### config.mk
export PLATFORM = sky130hd
export DESIGN_NAME = blas_sequencer
export DESIGN_NICKNAME = d
export VERILOG_FILES = /design/src/design/blas_cycle_plan.v /design/src/design/blas_sequencer.v
export VERILOG_INCLUDE_DIRS = /design/src /design/src/shared
export SDC_FILE = /design/constraint.sdc
export NUM_CORES = 1
export LEC_CHECK = 0
export BUFFER_PORTS_ARGS = -buffer_cell sky130_fd_sc_hd__buf_2
export CORE_MARGIN = 2
export CORE_UTILIZATION = 55
export DETAILED_ROUTE_END_ITERATION = 12
export HOLD_SLACK_MARGIN = 0.03
export PLACE_DENSITY = 0.82
export RECOVER_POWER = 100
export SLEW_MARGIN = 5
export SYNTH_ARGS = -nofsm -noshare
export SYNTH_HDL_FRONTEND = slang
export SYNTH_HIERARCHICAL = 1
export SYNTH_SLANG_ARGS = --single-unit
### constraint.sdc
create_clock -name CLK_SYS_I -period 10 [get_ports CLK_SYS_I]
set_input_delay 1.5 -clock CLK_SYS_I [delete_from_list [all_inputs] [get_ports CLK_SYS_I]]
set_output_delay 1.5 -clock CLK_SYS_I [all_outputs]
set_load 0.005 [all_outputs]
### src/shared/blas_defines.vh
// Constants for the byte lane access sequencer
`ifndef BLAS_DEFINES_VH
`define BLAS_DEFINES_VH

// ----------------------------------------------------------------
// Address and data widths
// ----------------------------------------------------------------
`define BLAS_ADDR_W 24
`define BLAS_BUS_W 16
`define BLAS_OPND_W 64
`define BLAS_BYTE_W 8

// ----------------------------------------------------------------
// Operand size codes
// ----------------------------------------------------------------
`define BLAS_SIZE_BYTE 2'h0
`define BLAS_SIZE_WORD 2'h1
`define BLAS_SIZE_DWORD 2'h2
`define BLAS_SIZE_QUAD 2'h3

// ----------------------------------------------------------------
// Byte counts and offsets
// ----------------------------------------------------------------
`define BLAS_OFF_ZERO 4'h0
`define BLAS_STEP_ONE 4'h1
`define BLAS_STEP_TWO 4'h2
`define BLAS_HALF_BYTES 4'h4
`define BLAS_QUAD_BYTES 4'h8

// ----------------------------------------------------------------
// Cycle kinds as {high_lane_enable_n, byte_select_lsb}
// ----------------------------------------------------------------
`define BLAS_KIND_EVEN_BYTE 2'h2
`define BLAS_KIND_ODD_BYTE 2'h1
`define BLAS_KIND_EVEN_WORD 2'h0

// ----------------------------------------------------------------
// Sequencer states, one-hot
// ----------------------------------------------------------------
`define BLAS_ST_IDLE 3'h1
`define BLAS_ST_RUN 3'h2
`define BLAS_ST_PAUSE 3'h4

`endif

### src/design/blas_cycle_plan.v
// Picks the kind and width of the next bus cycle of an operand
`timescale 1ns/1ns
`include "blas_defines.vh"

module blas_cycle_plan (
    // Position within the operand
    input wire addr_lsb_i,
    input wire [3:0] off_i,
    input wire [1:0] size_i,
    // Planned cycle
    output reg [1:0] kind_o,
    output reg [3:0] step_o,
    output reg last_o,
    output reg half_end_o
);

    reg [3:0] total;
    reg [3:0] limit;
    reg [3:0] rem;
    reg [3:0] next_off;

    always @* begin
        total = `BLAS_STEP_ONE << size_i;
        // Quad operands run as two independent halves
        if (size_i == `BLAS_SIZE_QUAD && off_i < `BLAS_HALF_BYTES) begin
            limit = `BLAS_HALF_BYTES;
        end else begin
            limit = total;
        end
        rem = limit - off_i;
        if (addr_lsb_i) begin
            kind_o = `BLAS_KIND_ODD_BYTE;
            step_o = `BLAS_STEP_ONE;
        end else if (rem >= `BLAS_STEP_TWO) begin
            kind_o = `BLAS_KIND_EVEN_WORD;
            step_o = `BLAS_STEP_TWO;
        end else begin
            kind_o = `BLAS_KIND_EVEN_BYTE;
            step_o = `BLAS_STEP_ONE;
        end
        next_off = off_i + step_o;
        last_o = (next_off == total);
        half_end_o = (size_i == `BLAS_SIZE_QUAD) && (next_off == `BLAS_HALF_BYTES);
    end

endmodule

### src/design/blas_sequencer.v
// Byte lane access sequencer: splits operands into bus cycles
// ----------------------------------------------------------------
// ----------------------------------------------------------------
`timescale 1ns/1ns
`include "blas_defines.vh"

module blas_sequencer #(
    parameter ADDR_W = `BLAS_ADDR_W,
    parameter BUS_W = `BLAS_BUS_W,
    parameter OPND_W = `BLAS_OPND_W
) (
    // Clock and reset
    input wire CLK_SYS_I,
    input wire RST_N_I,
    // Operand request from execution logic
    input wire REQ_VALID_I,
    input wire [ADDR_W-1:0] REQ_ADDR_I,
    input wire [1:0] REQ_SIZE_I,
    input wire REQ_WRITE_I,
    input wire [OPND_W-1:0] REQ_WDATA_I,
    output wire REQ_READY_O,
    // Operand completion
    output wire RSP_VALID_O,
    output wire [OPND_W-1:0] RSP_RDATA_O,
    // Hold between quad halves for unrelated cycles
    input wire HALF_PAUSE_I,
    // Bus cycle side
    output wire BUS_CYC_O,
    output wire BUS_WRITE_O,
    output wire [ADDR_W-1:0] BUS_ADDR_O,
    output wire HIGH_LANE_ENABLE_N_O,
    output wire BYTE_SELECT_LSB_O,
    output wire [BUS_W-1:0] MUXED_ADDR_DATA_BUS_O,
    input wire [BUS_W-1:0] MUXED_ADDR_DATA_BUS_I,
    input wire BUS_DONE_I
);

    localparam [2:0] ST_IDLE = `BLAS_ST_IDLE;
    localparam [2:0] ST_RUN = `BLAS_ST_RUN;
    localparam [2:0] ST_PAUSE = `BLAS_ST_PAUSE;
    localparam BW = `BLAS_BYTE_W;

    // ----------------------------------------------------------------
    // Registers
    // ----------------------------------------------------------------
    reg [2:0] state_q, state_d;
    reg [ADDR_W-1:0] base_q, base_d;
    reg [3:0] off_q, off_d;
    reg [3:0] step_q, step_d;
    reg last_q, last_d;
    reg half_q, half_d;
    reg [1:0] size_q, size_d;
    reg write_q, write_d;
    reg [OPND_W-1:0] wdata_q, wdata_d;
    reg [OPND_W-1:0] rdata_q, rdata_d;
    reg ready_q, ready_d;
    reg rsp_valid_q, rsp_valid_d;
    reg [OPND_W-1:0] rsp_rdata_q, rsp_rdata_d;
    reg cyc_q, cyc_d;
    reg bwrite_q, bwrite_d;
    reg [ADDR_W-1:0] baddr_q, baddr_d;
    reg hle_n_q, hle_n_d;
    reg lsb_q, lsb_d;
    reg [BUS_W-1:0] bdata_q, bdata_d;

    // ----------------------------------------------------------------
    // Next cycle planning
    // ----------------------------------------------------------------
    reg [3:0] sel_off;
    reg [ADDR_W-1:0] sel_base;
    reg [1:0] sel_size;
    reg [OPND_W-1:0] sel_wdata;
    reg [ADDR_W-1:0] sel_addr;
    reg [OPND_W-1:0] sh_wdata;
    reg [OPND_W-1:0] merged;
    wire [1:0] plan_kind;
    wire [3:0] plan_step;
    wire plan_last;
    wire plan_half;

    always @* begin
        if (state_q == ST_IDLE) begin
            sel_off = `BLAS_OFF_ZERO;
            sel_base = REQ_ADDR_I;
            sel_size = REQ_SIZE_I;
            sel_wdata = REQ_WDATA_I;
        end else if (state_q == ST_RUN) begin
            sel_off = off_q + step_q;
            sel_base = base_q;
            sel_size = size_q;
            sel_wdata = wdata_q;
        end else begin
            sel_off = off_q;
            sel_base = base_q;
            sel_size = size_q;
            sel_wdata = wdata_q;
        end
        // Byte address wraps at the top of the 24-bit space
        sel_addr = sel_base + {{(ADDR_W-4){1'b0}}, sel_off};
        sh_wdata = sel_wdata >> {sel_off[2:0], 3'h0};
    end

    blas_cycle_plan u_plan (
        .addr_lsb_i(sel_addr[0]),
        .off_i(sel_off),
        .size_i(sel_size),
        .kind_o(plan_kind),
        .step_o(plan_step),
        .last_o(plan_last),
        .half_end_o(plan_half)
    );

    // ----------------------------------------------------------------
    // Read lane gathering
    // ----------------------------------------------------------------
    integer i;
    always @* begin
        merged = rdata_q;
        for (i = 0; i < OPND_W / BW; i = i + 1) begin
            if (i == off_q) begin
                if (lsb_q) begin
                    merged[i*BW +: BW] = MUXED_ADDR_DATA_BUS_I[BW +: BW];
                end else begin
                    merged[i*BW +: BW] = MUXED_ADDR_DATA_BUS_I[0 +: BW];
                end
            end else if (i == off_q + 1 && step_q == `BLAS_STEP_TWO) begin
                merged[i*BW +: BW] = MUXED_ADDR_DATA_BUS_I[BW +: BW];
            end
        end
    end

    // ----------------------------------------------------------------
    // Sequencer
    // ----------------------------------------------------------------
    task launch;
        begin
            state_d = ST_RUN;
            off_d = sel_off;
            step_d = plan_step;
            last_d = plan_last;
            half_d = plan_half;
            cyc_d = 1'b1;
            baddr_d = sel_addr;
            {hle_n_d, lsb_d} = plan_kind;
            if (plan_kind == `BLAS_KIND_ODD_BYTE) begin
                bdata_d = {sh_wdata[0 +: BW], {BW{1'b0}}};
            end else if (plan_kind == `BLAS_KIND_EVEN_BYTE) begin
                bdata_d = {{BW{1'b0}}, sh_wdata[0 +: BW]};
            end else begin
                bdata_d = sh_wdata[0 +: BUS_W];
            end
        end
    endtask

    always @* begin
        state_d = state_q;
        base_d = base_q;
        off_d = off_q;
        step_d = step_q;
        last_d = last_q;
        half_d = half_q;
        size_d = size_q;
        write_d = write_q;
        wdata_d = wdata_q;
        rdata_d = rdata_q;
        ready_d = ready_q;
        rsp_valid_d = 1'b0;
        rsp_rdata_d = rsp_rdata_q;
        cyc_d = cyc_q;
        bwrite_d = bwrite_q;
        baddr_d = baddr_q;
        hle_n_d = hle_n_q;
        lsb_d = lsb_q;
        bdata_d = bdata_q;
        case (state_q)
            ST_IDLE: begin
                if (REQ_VALID_I && ready_q) begin
                    base_d = REQ_ADDR_I;
                    size_d = REQ_SIZE_I;
                    write_d = REQ_WRITE_I;
                    bwrite_d = REQ_WRITE_I;
                    wdata_d = REQ_WDATA_I;
                    rdata_d = {OPND_W{1'b0}};
                    ready_d = 1'b0;
                    launch;
                end
            end
            ST_RUN: begin
                if (BUS_DONE_I) begin
                    rdata_d = merged;
                    if (last_q) begin
                        state_d = ST_IDLE;
                        cyc_d = 1'b0;
                        ready_d = 1'b1;
                        rsp_valid_d = 1'b1;
                        rsp_rdata_d = write_q ? {OPND_W{1'b0}} : merged;
                    end else if (half_q && HALF_PAUSE_I) begin
                        // Bus is released so other masters' cycles fit here
                        state_d = ST_PAUSE;
                        cyc_d = 1'b0;
                        off_d = sel_off;
                    end else begin
                        launch;
                    end
                end
            end
            ST_PAUSE: begin
                if (!HALF_PAUSE_I) begin
                    launch;
                end
            end
            default: begin
                state_d = ST_IDLE;
                cyc_d = 1'b0;
                ready_d = 1'b1;
            end
        endcase
    end

    always @(posedge CLK_SYS_I or negedge RST_N_I) begin
        if (!RST_N_I) begin
            state_q <= ST_IDLE;
            base_q <= {ADDR_W{1'b0}};
            off_q <= `BLAS_OFF_ZERO;
            step_q <= `BLAS_STEP_ONE;
            last_q <= 1'b0;
            half_q <= 1'b0;
            size_q <= `BLAS_SIZE_BYTE;
            write_q <= 1'b0;
            wdata_q <= {OPND_W{1'b0}};
            rdata_q <= {OPND_W{1'b0}};
            ready_q <= 1'b1;
            rsp_valid_q <= 1'b0;
            rsp_rdata_q <= {OPND_W{1'b0}};
            cyc_q <= 1'b0;
            bwrite_q <= 1'b0;
            baddr_q <= {ADDR_W{1'b0}};
            hle_n_q <= 1'b1;
            lsb_q <= 1'b0;
            bdata_q <= {BUS_W{1'b0}};
        end else begin
            state_q <= state_d;
            base_q <= base_d;
            off_q <= off_d;
            step_q <= step_d;
            last_q <= last_d;
            half_q <= half_d;
            size_q <= size_d;
            write_q <= write_d;
            wdata_q <= wdata_d;
            rdata_q <= rdata_d;
            ready_q <= ready_d;
            rsp_valid_q <= rsp_valid_d;
            rsp_rdata_q <= rsp_rdata_d;
            cyc_q <= cyc_d;
            bwrite_q <= bwrite_d;
            baddr_q <= baddr_d;
            hle_n_q <= hle_n_d;
            lsb_q <= lsb_d;
            bdata_q <= bdata_d;
        end
    end

    // ----------------------------------------------------------------
    // Outputs
    // ----------------------------------------------------------------
    assign REQ_READY_O = ready_q;
    assign RSP_VALID_O = rsp_valid_q;
    assign RSP_RDATA_O = rsp_rdata_q;
    assign BUS_CYC_O = cyc_q;
    assign BUS_WRITE_O = bwrite_q;
    assign BUS_ADDR_O = baddr_q;
    assign HIGH_LANE_ENABLE_N_O = hle_n_q;
    assign BYTE_SELECT_LSB_O = lsb_q;
    assign MUXED_ADDR_DATA_BUS_O = bdata_q;

endmodule

==> impl_metrics.py, run 1 <==
metrics = {
    "timing": {
        "pins_over_their_slew_limit": 566,
        "post-route-period-util_pct": 74.6,
        "final.min_clock_period_ns": 7.46,
        "tightest_slew_ns": 4.43,
        "worst_clock_skew_ns": 0.0237,
        "timing.slew.headroom_pct": -195,
        "peak_clock_frequency_supported_by_timing_ghz": 0.134,
        "report.final.hold_viol_count": 0,
        "setup_viol": 0,
        "rsz0062_at_grt": "false",
        "total_negative_setup_slacks_ns": 0,
    },
    "final_layout": {
        "finalNonFillerCells": 2082,
        "final_core_utilization_pct": 63.6,
        "layout-drive-gt1-share_pct": 15.7,
        "filler_cell_count": 2136,
        "layout.nets": 1852,
        "area_growth_pct": 14.3,
        "post_route_cell_area_um2": 16500,
        "count_of_antenna_diodes_in_the_layout": 0,
    },
    "worst_setup_path": {
        "r2r-start": "state_q[0]",
        "critical_path_launch_point_type": "register",
        "cp_data_required_time_ns": 10.48,
        "r2r_slack_ns": 2.54,
        "worst_reg2reg_endpoint": "wdata_q[53]",
        "cp_data_arrival_time_ns": 7.94,
        "critical_path_class": "register to register",
        "cp-end-kind": "register",
        "ff2ff_path_depth": 6,
        "timing.critical_path.fanout_max": 94,
    },
    "pwr": {
        "cellPowerDensity_nw_per_um2": 345,
        "power.ir.vdd_worst_mv": 0.233,
        "fin_total_pwr_mw": 5.68,
        "leakage_power_summed_over_all_cells_nw": 8.25,
    },
    "placement": {
        "place_inst": 2028,
        "final_weighted_congestion_of_routability_driven_global_placement": 0.909,
        "port-buffer-count": 221,
        "detailedPlacementHpwl_um": 26900,
        "postPlaceCellArea_um2": 15700,
    },
    "clocking": {
        "tritoncts": "yes",
        "ctsRootBufferMaster": "sky130_fd_sc_hd__clkbuf_16",
        "clock_sink_count": 276,
        "bufs_on_longest_clock_path": 3,
        "worst_skew_pair.late_latency_ns": 0.56,
        "cts_post_setup_buffers_inserted": 0,
        "cts.clk_slew.worst_paths_ns": 0.06,
        "cts_repair_resize_count": 0,
        "cts_made_buffers": 29,
        "htreeDepth": 1,
        "postCtsHoldBufs": 0,
    },
    "synth": {
        "post_synth_num_cell_types": 78,
        "synth_top_area_cell": "sky130_fd_sc_hd__dfrtp_1",
        "post_synth_edffs": 0,
        "yosys.area.top_type_share_pct": 47.2,
        "synth_top_flop_cell": "sky130_fd_sc_hd__dfrtp_1",
        "netlist_top_cells_area": "sky130_fd_sc_hd__dfrtp_1 47%, sky130_fd_sc_hd__nand2_1 13%, sky130_fd_sc_hd__a22o_1 6.9%, sky130_fd_sc_hd__mux2i_1 6.7%, sky130_fd_sc_hd__o21ai_0 3.1%",
        "synthCells": 1565,
        "synthesis.area_um2": 14400,
        "synth_most_common_cell": "sky130_fd_sc_hd__nand2_1",
        "synthesis.yosys.warnings": 6,
        "post_synth_most_frequent_cells": "482 x sky130_fd_sc_hd__nand2_1, 272 x sky130_fd_sc_hd__dfrtp_1, 113 x sky130_fd_sc_hd__a22o_1",
        "synth_async_sr_flop_share_pct": 100,
        "synth.ff_latch_count": 276,
        "syn_area_per_cell_um2": 9.21,
        "ys_seq_area_share_pct": 48.0,
    },
    "die": {
        "io_pins": 222,
        "die_height_um": 166,
        "die_width_um": 166,
        "design.die.area_um2": 27500,
        "row_count": 59,
        "floorplan.initialDensity_pct": 55.6,
        "core_area_um2": 25900,
    },
    "routing": {
        "drt_first_pass_iters": 6,
        "detail_route.wl_per_cell_um": 19.4,
        "routed_via_density": 6.09,
        "postRouteWirelength_um": 40400,
        "drt.antenna.violating_nets": 0,
        "number_of_design_rule_violations_left_by_the_first_detailed_router_iteration": 1358,
        "drc": 0,
        "route.vias.total": 12680,
    },
    "run_status": {
        "result_of_the_run": "finished with violations",
        "failed_checks": "max-capacitance violations, max-slew violations",
    },
    "run": {
        "timing.max_cap.violations": 8,
    },
    "global_routing": {
        "first_global_vias": 12268,
        "grt_overflow": 0,
        "number_of_antenna_violations_at_the_first_check_in_global_routing": 1,
        "groute.usage.overall_pct": 29.0,
        "first_pass_grt_wire_length_um": 65800,
        "grt_start_max_net_pins": 99,
    },
    "hold_path": {
        "min_delay_src": "RSP_RDATA_O[5]",
        "min_to": "RSP_RDATA_O[5]",
        "min-delay-path-class": "register to register",
        "holdPathStages": 2,
    },
}
==> through the flow <==
step	setup WS, ns	hold WS [ns]
3_5_place_dp	4.64	0.462
5_1_grt	2.19	0.499
6_report	2.54	0.475
2_1_floorplan	5.21	0.437
3_3_place_gp	4.76	0.452
4_1_cts	4.60	0.475
==> cells in the final DEF, fill, tap and decap left out, types with 7 or more instances in the layout <==
master / count
sky130_fd_sc_hd__a21oi_1: 27
sky130_fd_sc_hd__a22o_1: 113
sky130_fd_sc_hd__a31oi_1: 18
sky130_fd_sc_hd__buf_2: 163
sky130_fd_sc_hd__buf_4: 12
sky130_fd_sc_hd__clkbuf_1: 69
sky130_fd_sc_hd__clkbuf_16: 29
sky130_fd_sc_hd__dfrtp_1: 272
sky130_fd_sc_hd__ha_1: 12
sky130_fd_sc_hd__inv_1: 12
sky130_fd_sc_hd__mux2_2: 21
sky130_fd_sc_hd__mux2i_1: 96
sky130_fd_sc_hd__nand2_1: 481
sky130_fd_sc_hd__nand2b_1: 12
sky130_fd_sc_hd__nand3_1: 24
sky130_fd_sc_hd__nor2_1: 53
sky130_fd_sc_hd__nor3_1: 38
sky130_fd_sc_hd__nor3b_1: 7
sky130_fd_sc_hd__nor4_1: 17
sky130_fd_sc_hd__o211ai_1: 8
sky130_fd_sc_hd__o21ai_0: 88
sky130_fd_sc_hd__o31a_1: 8
sky130_fd_sc_hd__o31ai_1: 26
sky130_fd_sc_hd__o32ai_1: 7
sky130_fd_sc_hd__xnor2_1: 11
sky130_fd_sc_hd__xor2_1: 8
==> how the worst max path moves through the flow <==
stage / start / endpoint / slack, ns
finish: state_q[0] / wdata_q[53] / 2.54
global placement: off_q[0] / last_q / 4.76
CTS: off_q[0] / last_q / 4.60
floorplan: state_q[0] / last_q / 5.21
global route: RST_N_I / base_q[19] / 2.19
detailed placement: off_q[0] / last_q / 4.64
==> registers in the layout (all words and copies together), names as in the netlist <==
signal,count
HIGH_LANE_ENABLE_N_O,1
step_q,4
wdata_q,64
off_q,4
rdata_q,64
BYTE_SELECT_LSB_O,1
size_q,2
RSP_RDATA_O,64
BUS_WRITE_O,1
BUS_ADDR_O,24
REQ_READY_O,1
MUXED_ADDR_DATA_BUS_O,16
last_q,1
RSP_VALID_O,1
half_q,1
base_q,24
state_q,3
==> routing by layer <==
metal | part of all wire, % | GRT usage [%] | vias up
met4 | 3.2 | 9.04 | 2
met3 | 8.6 | 4.67 | 105
met5 | 0.032 | 0 | -
met1 | 41 | 40.6 | 6132
li1 | - | - | 5792
met2 | 47 | 46.7 | 649
==> critical path: stages (launching register included) <==
cell	delay, ns
sky130_fd_sc_hd__dfstp_1	0.87
sky130_fd_sc_hd__nor3b_1	0.29
sky130_fd_sc_hd__clkbuf_1	1.96
sky130_fd_sc_hd__and3_2	0.43
sky130_fd_sc_hd__clkbuf_1	3.10
sky130_fd_sc_hd__nand2_1	0.52
sky130_fd_sc_hd__nand2_1	0.19
==> report_power, final <==
| part | switching (mW) | total [mW] | internal [mW] |
|---|---|---|---|
| logic | 1.67 | 2.74 | 1.07 |
| clock network | 0.450 | 1.11 | 0.656 |
| registers | 0.320 | 1.83 | 1.51 |
==> cells by family (layout without fill, tap and decap cells) <==
logic type / after synthesis / count (layout) / share of synthesized area (%)
fa+ha+maj: 16 / 16 / 1.60
simple gates: 674 / 674 / 20.1
compound gates: 332 / 332 / 16.8
xor+xnor: 19 / 19 / 1.15
flops: 276 / 276 / 48.0
mux: 120 / 120 / 8.59
other cells: 1 / 2 / 0.0260
buf+inv: 127 / 308 / 3.81
==> final cells by class <==
type	instances	area, um^2	share of cell area (%)
clock buffer	42	835	5.06
clock inverter	12	148	0.896
inverter	14	52.6	0.319
multi-input combinational	1163	6960	42.3
sequential	276	6910	41.9
tap	335	419	2.54
timing repair buffer	240	1150	6.98
Note: power is estimated with default switching activity, not from simulation.
==> run 2: changes to the inputs <==
--- a/config.mk
+++ b/config.mk
@@ -8,10 +8,10 @@
 export LEC_CHECK = 0
 export BUFFER_PORTS_ARGS = -buffer_cell sky130_fd_sc_hd__buf_2
 export CORE_MARGIN = 2
-export CORE_UTILIZATION = 55
+export CORE_UTILIZATION = 52
 export DETAILED_ROUTE_END_ITERATION = 12
 export HOLD_SLACK_MARGIN = 0.03
-export PLACE_DENSITY = 0.82
+export PLACE_DENSITY = 0.81
 export RECOVER_POWER = 100
 export SLEW_MARGIN = 5
 export SYNTH_ARGS = -nofsm -noshare
==> constraint.sdc (replaced) <==
create_clock -name CLK_SYS_I -period 6.25 [get_ports CLK_SYS_I]
set_input_delay 0.9375 -clock CLK_SYS_I [delete_from_list [all_inputs] [get_ports CLK_SYS_I]]
set_output_delay 0.9375 -clock CLK_SYS_I [all_outputs]
set_load 0.005 [all_outputs]
==> run 2 against run 1 <==
Against the previous run: the run still ends with max-capacitance violations, max-slew violations left; final area up 0.58%; highest routed layer unchanged; cell count is 1.8% higher; largest power group unchanged; clock-buffer cell count is 7 higher.
==> impl_metrics.py, run 2 (synthesis results as in run 1) <==
metrics = {
    "run_status": {
        "result_of_the_run": "finished with violations",
        "failed_checks": "max-capacitance violations, max-slew violations",
    },
    "pwr": {
        "total_switching_power_mw": 3.97,
        "power.ir.vdd_worst_mv": 0.334,
        "power.share.switching_pct": 43.3,
        "leakage_power_summed_over_all_cells_nw": 8.27,
        "seq_power_share_pct": 32.1,
        "power.clock.fraction_pct": 19.6,
        "cell_internal_pwr_mw": 5.18,
        "cellPowerDensity_nw_per_um2": 552,
        "fin_total_pwr_mw": 9.15,
        "power.combinational.fraction_pct": 48.3,
    },
    "die": {
        "die_width_um": 170,
        "core_area_um2": 27100,
        "design.die.area_um2": 29100,
        "floorplan.initialDensity_pct": 53.2,
        "row_count": 60,
        "die_height_um": 170,
        "io_pins": 222,
    },
    "final_layout": {
        "layout-drive-gt1-share_pct": 15.6,
        "final_core_utilization_pct": 61.2,
        "area_growth_pct": 15.0,
        "final_cell_mix": "481 x sky130_fd_sc_hd__nand2_1, 272 x sky130_fd_sc_hd__dfrtp_1, 156 x sky130_fd_sc_hd__buf_2",
        "finalNonFillerCells": 2119,
        "layout.nets": 1853,
        "layout_commonest_cell": "sky130_fd_sc_hd__nand2_1",
        "count_of_antenna_diodes_in_the_layout": 0,
    },
    "worst_setup_path": {
        "slowest_delay_ns": 1.86,
        "cp-end-kind": "register",
        "cp_data_required_time_ns": 6.58,
        "timing.critical_path.slowest_stage_cell": "sky130_fd_sc_hd__clkbuf_1",
        "critical_path_class": "register to register",
        "timing.critical_path.fanout_max": 55,
        "cp_data_arrival_time_ns": 5.85,
        "timing.critical_path.cells": "nor3b_4, clkbuf_1, and3_1, clkbuf_1, o21ai_0",
        "worst_path_most_repeated_cell": "sky130_fd_sc_hd__clkbuf_1",
        "critical_path_launch_point_type": "register",
    },
    "routing": {
        "drt_first_pass_iters": 5,
        "drt.antenna.violating_nets": 0,
        "number_of_design_rule_violations_left_by_the_first_detailed_router_iteration": 1229,
        "routed_via_density": 5.95,
        "drc": 0,
        "postRouteWirelength_um": 41500,
        "route.vias.total": 12616,
        "detail_route.wl_per_cell_um": 19.6,
    },
    "clocking": {
        "bufs_on_longest_clock_path": 3,
        "cts.clk_slew.worst_paths_ns": 0.06,
        "cts_made_buffers": 30,
        "htreeDepth": 1,
        "cts_post_setup_buffers_inserted": 0,
        "tritoncts": "yes",
        "postCtsHoldBufs": 0,
        "ctsRootBufferMaster": "sky130_fd_sc_hd__clkbuf_16",
        "clock_sink_count": 276,
        "cts_repair_resize_count": 0,
        "worst_skew_pair.late_latency_ns": 0.55,
    },
    "global_routing": {
        "grt_overflow": 0,
        "grt_start_max_net_pins": 141,
        "number_of_antenna_violations_at_the_first_check_in_global_routing": 1,
        "first_global_vias": 12296,
        "groute.usage.overall_pct": 28.7,
        "first_pass_grt_wire_length_um": 66600,
    },
    "timing": {
        "worst_clock_skew_ns": 0.0106,
        "tightest_slew_ns": 3.60,
        "setup_viol": 0,
        "post-route-period-util_pct": 88.4,
        "rsz0062_at_grt": "false",
        "final.min_clock_period_ns": 5.52,
        "pins_over_their_slew_limit": 611,
        "finalHoldWorstSlack_ns": 0.473,
        "report.final.hold_viol_count": 0,
        "total_negative_setup_slacks_ns": 0,
        "peak_clock_frequency_supported_by_timing_ghz": 0.181,
        "timing.slew.headroom_pct": -140,
    },
    "placement": {
        "port-buffer-count": 221,
        "place_inst": 2065,
        "detailedPlacementHpwl_um": 27700,
        "final_weighted_congestion_of_routability_driven_global_placement": 0.937,
    },
    "hold_path": {
        "min-delay-path-class": "register to register",
    },
    "run": {
        "timing.max_cap.violations": 9,
    },
}
[run 2: changes by cell type in the layout (fill, tap and decap cells not counted), sizes merged]
cell	before	now
buf	177	169
inv	15	14
clkinvlp	2	0
bufinv	3	1
clkinv	6	4
clkbuf	105	120
[run 2: per-stage QoR]
step | setup slack, ns | area (um^2)
2_1_floorplan | 1.46 | 14400
3_3_place_gp | 1.12 | 15700
3_5_place_dp | 0.998 | 15700
4_1_cts | 0.955 | 16700
5_1_grt | 0.339 | 16600
6_report | 0.727 | 16600
[run 2: final timing paths]
check | slack (ns) | end | cells past startpoint | from
max | 0.73 | wdata_q[39] | 5 | state_q[0]
min | 0.47 | wdata_q[6] | 2 | wdata_q[6]
max reg2reg | 0.73 | wdata_q[39] | 5 | state_q[0]
min reg2reg | 0.47 | wdata_q[6] | 2 | wdata_q[6]
max in group asynchronous | 2.57 | BUS_ADDR_O[8] | 1 | RST_N_I
min in group asynchronous | 1.56 | RSP_RDATA_O[49] | 1 | RST_N_I
[run 2: layout make-up]
class                      instances  area [um^2]
inverter                          14         52.6
clock buffer                      49          953
fill                            2318        10500
clock inverter                     5         53.8
multi-input combinational       1163         6980
timing repair buffer             240         1160
tap                              372          465
sequential                       276         6910
[run 2: per-layer routing]
metal	track usage, %	part of all wire (%)	vias to the layer above
met5	0	0.031	-
met4	9.44	3.5	2
met3	4.26	8.2	105
met2	45.9	46	611
met1	40.4	42	6103
li1	-	-	5795
[run 2: worst max-delay path: cells and delay by family, from the launching register on]
| family | cells | cell delay [ns] |
|---|---|---|
| and+or+nand+nor | 2 | 1.61 |
| AOI/OAI and AO/OA | 1 | 0.19 |
| DFF | 1 | 0.73 |
| buffers and inverters | 2 | 2.74 |
[run 2: power groups by stage]
stage / clock (mW) / combinational (mW) / sequential (mW)
global placement: 0 / 4.30 / 2.91
detailed placement: 0 / 4.40 / 2.93
floorplan: 0 / 3.24 / 2.77
CTS: 1.81 / 4.43 / 2.92
finish: 1.80 / 4.42 / 2.94
global route: 1.88 / 4.90 / 3.01
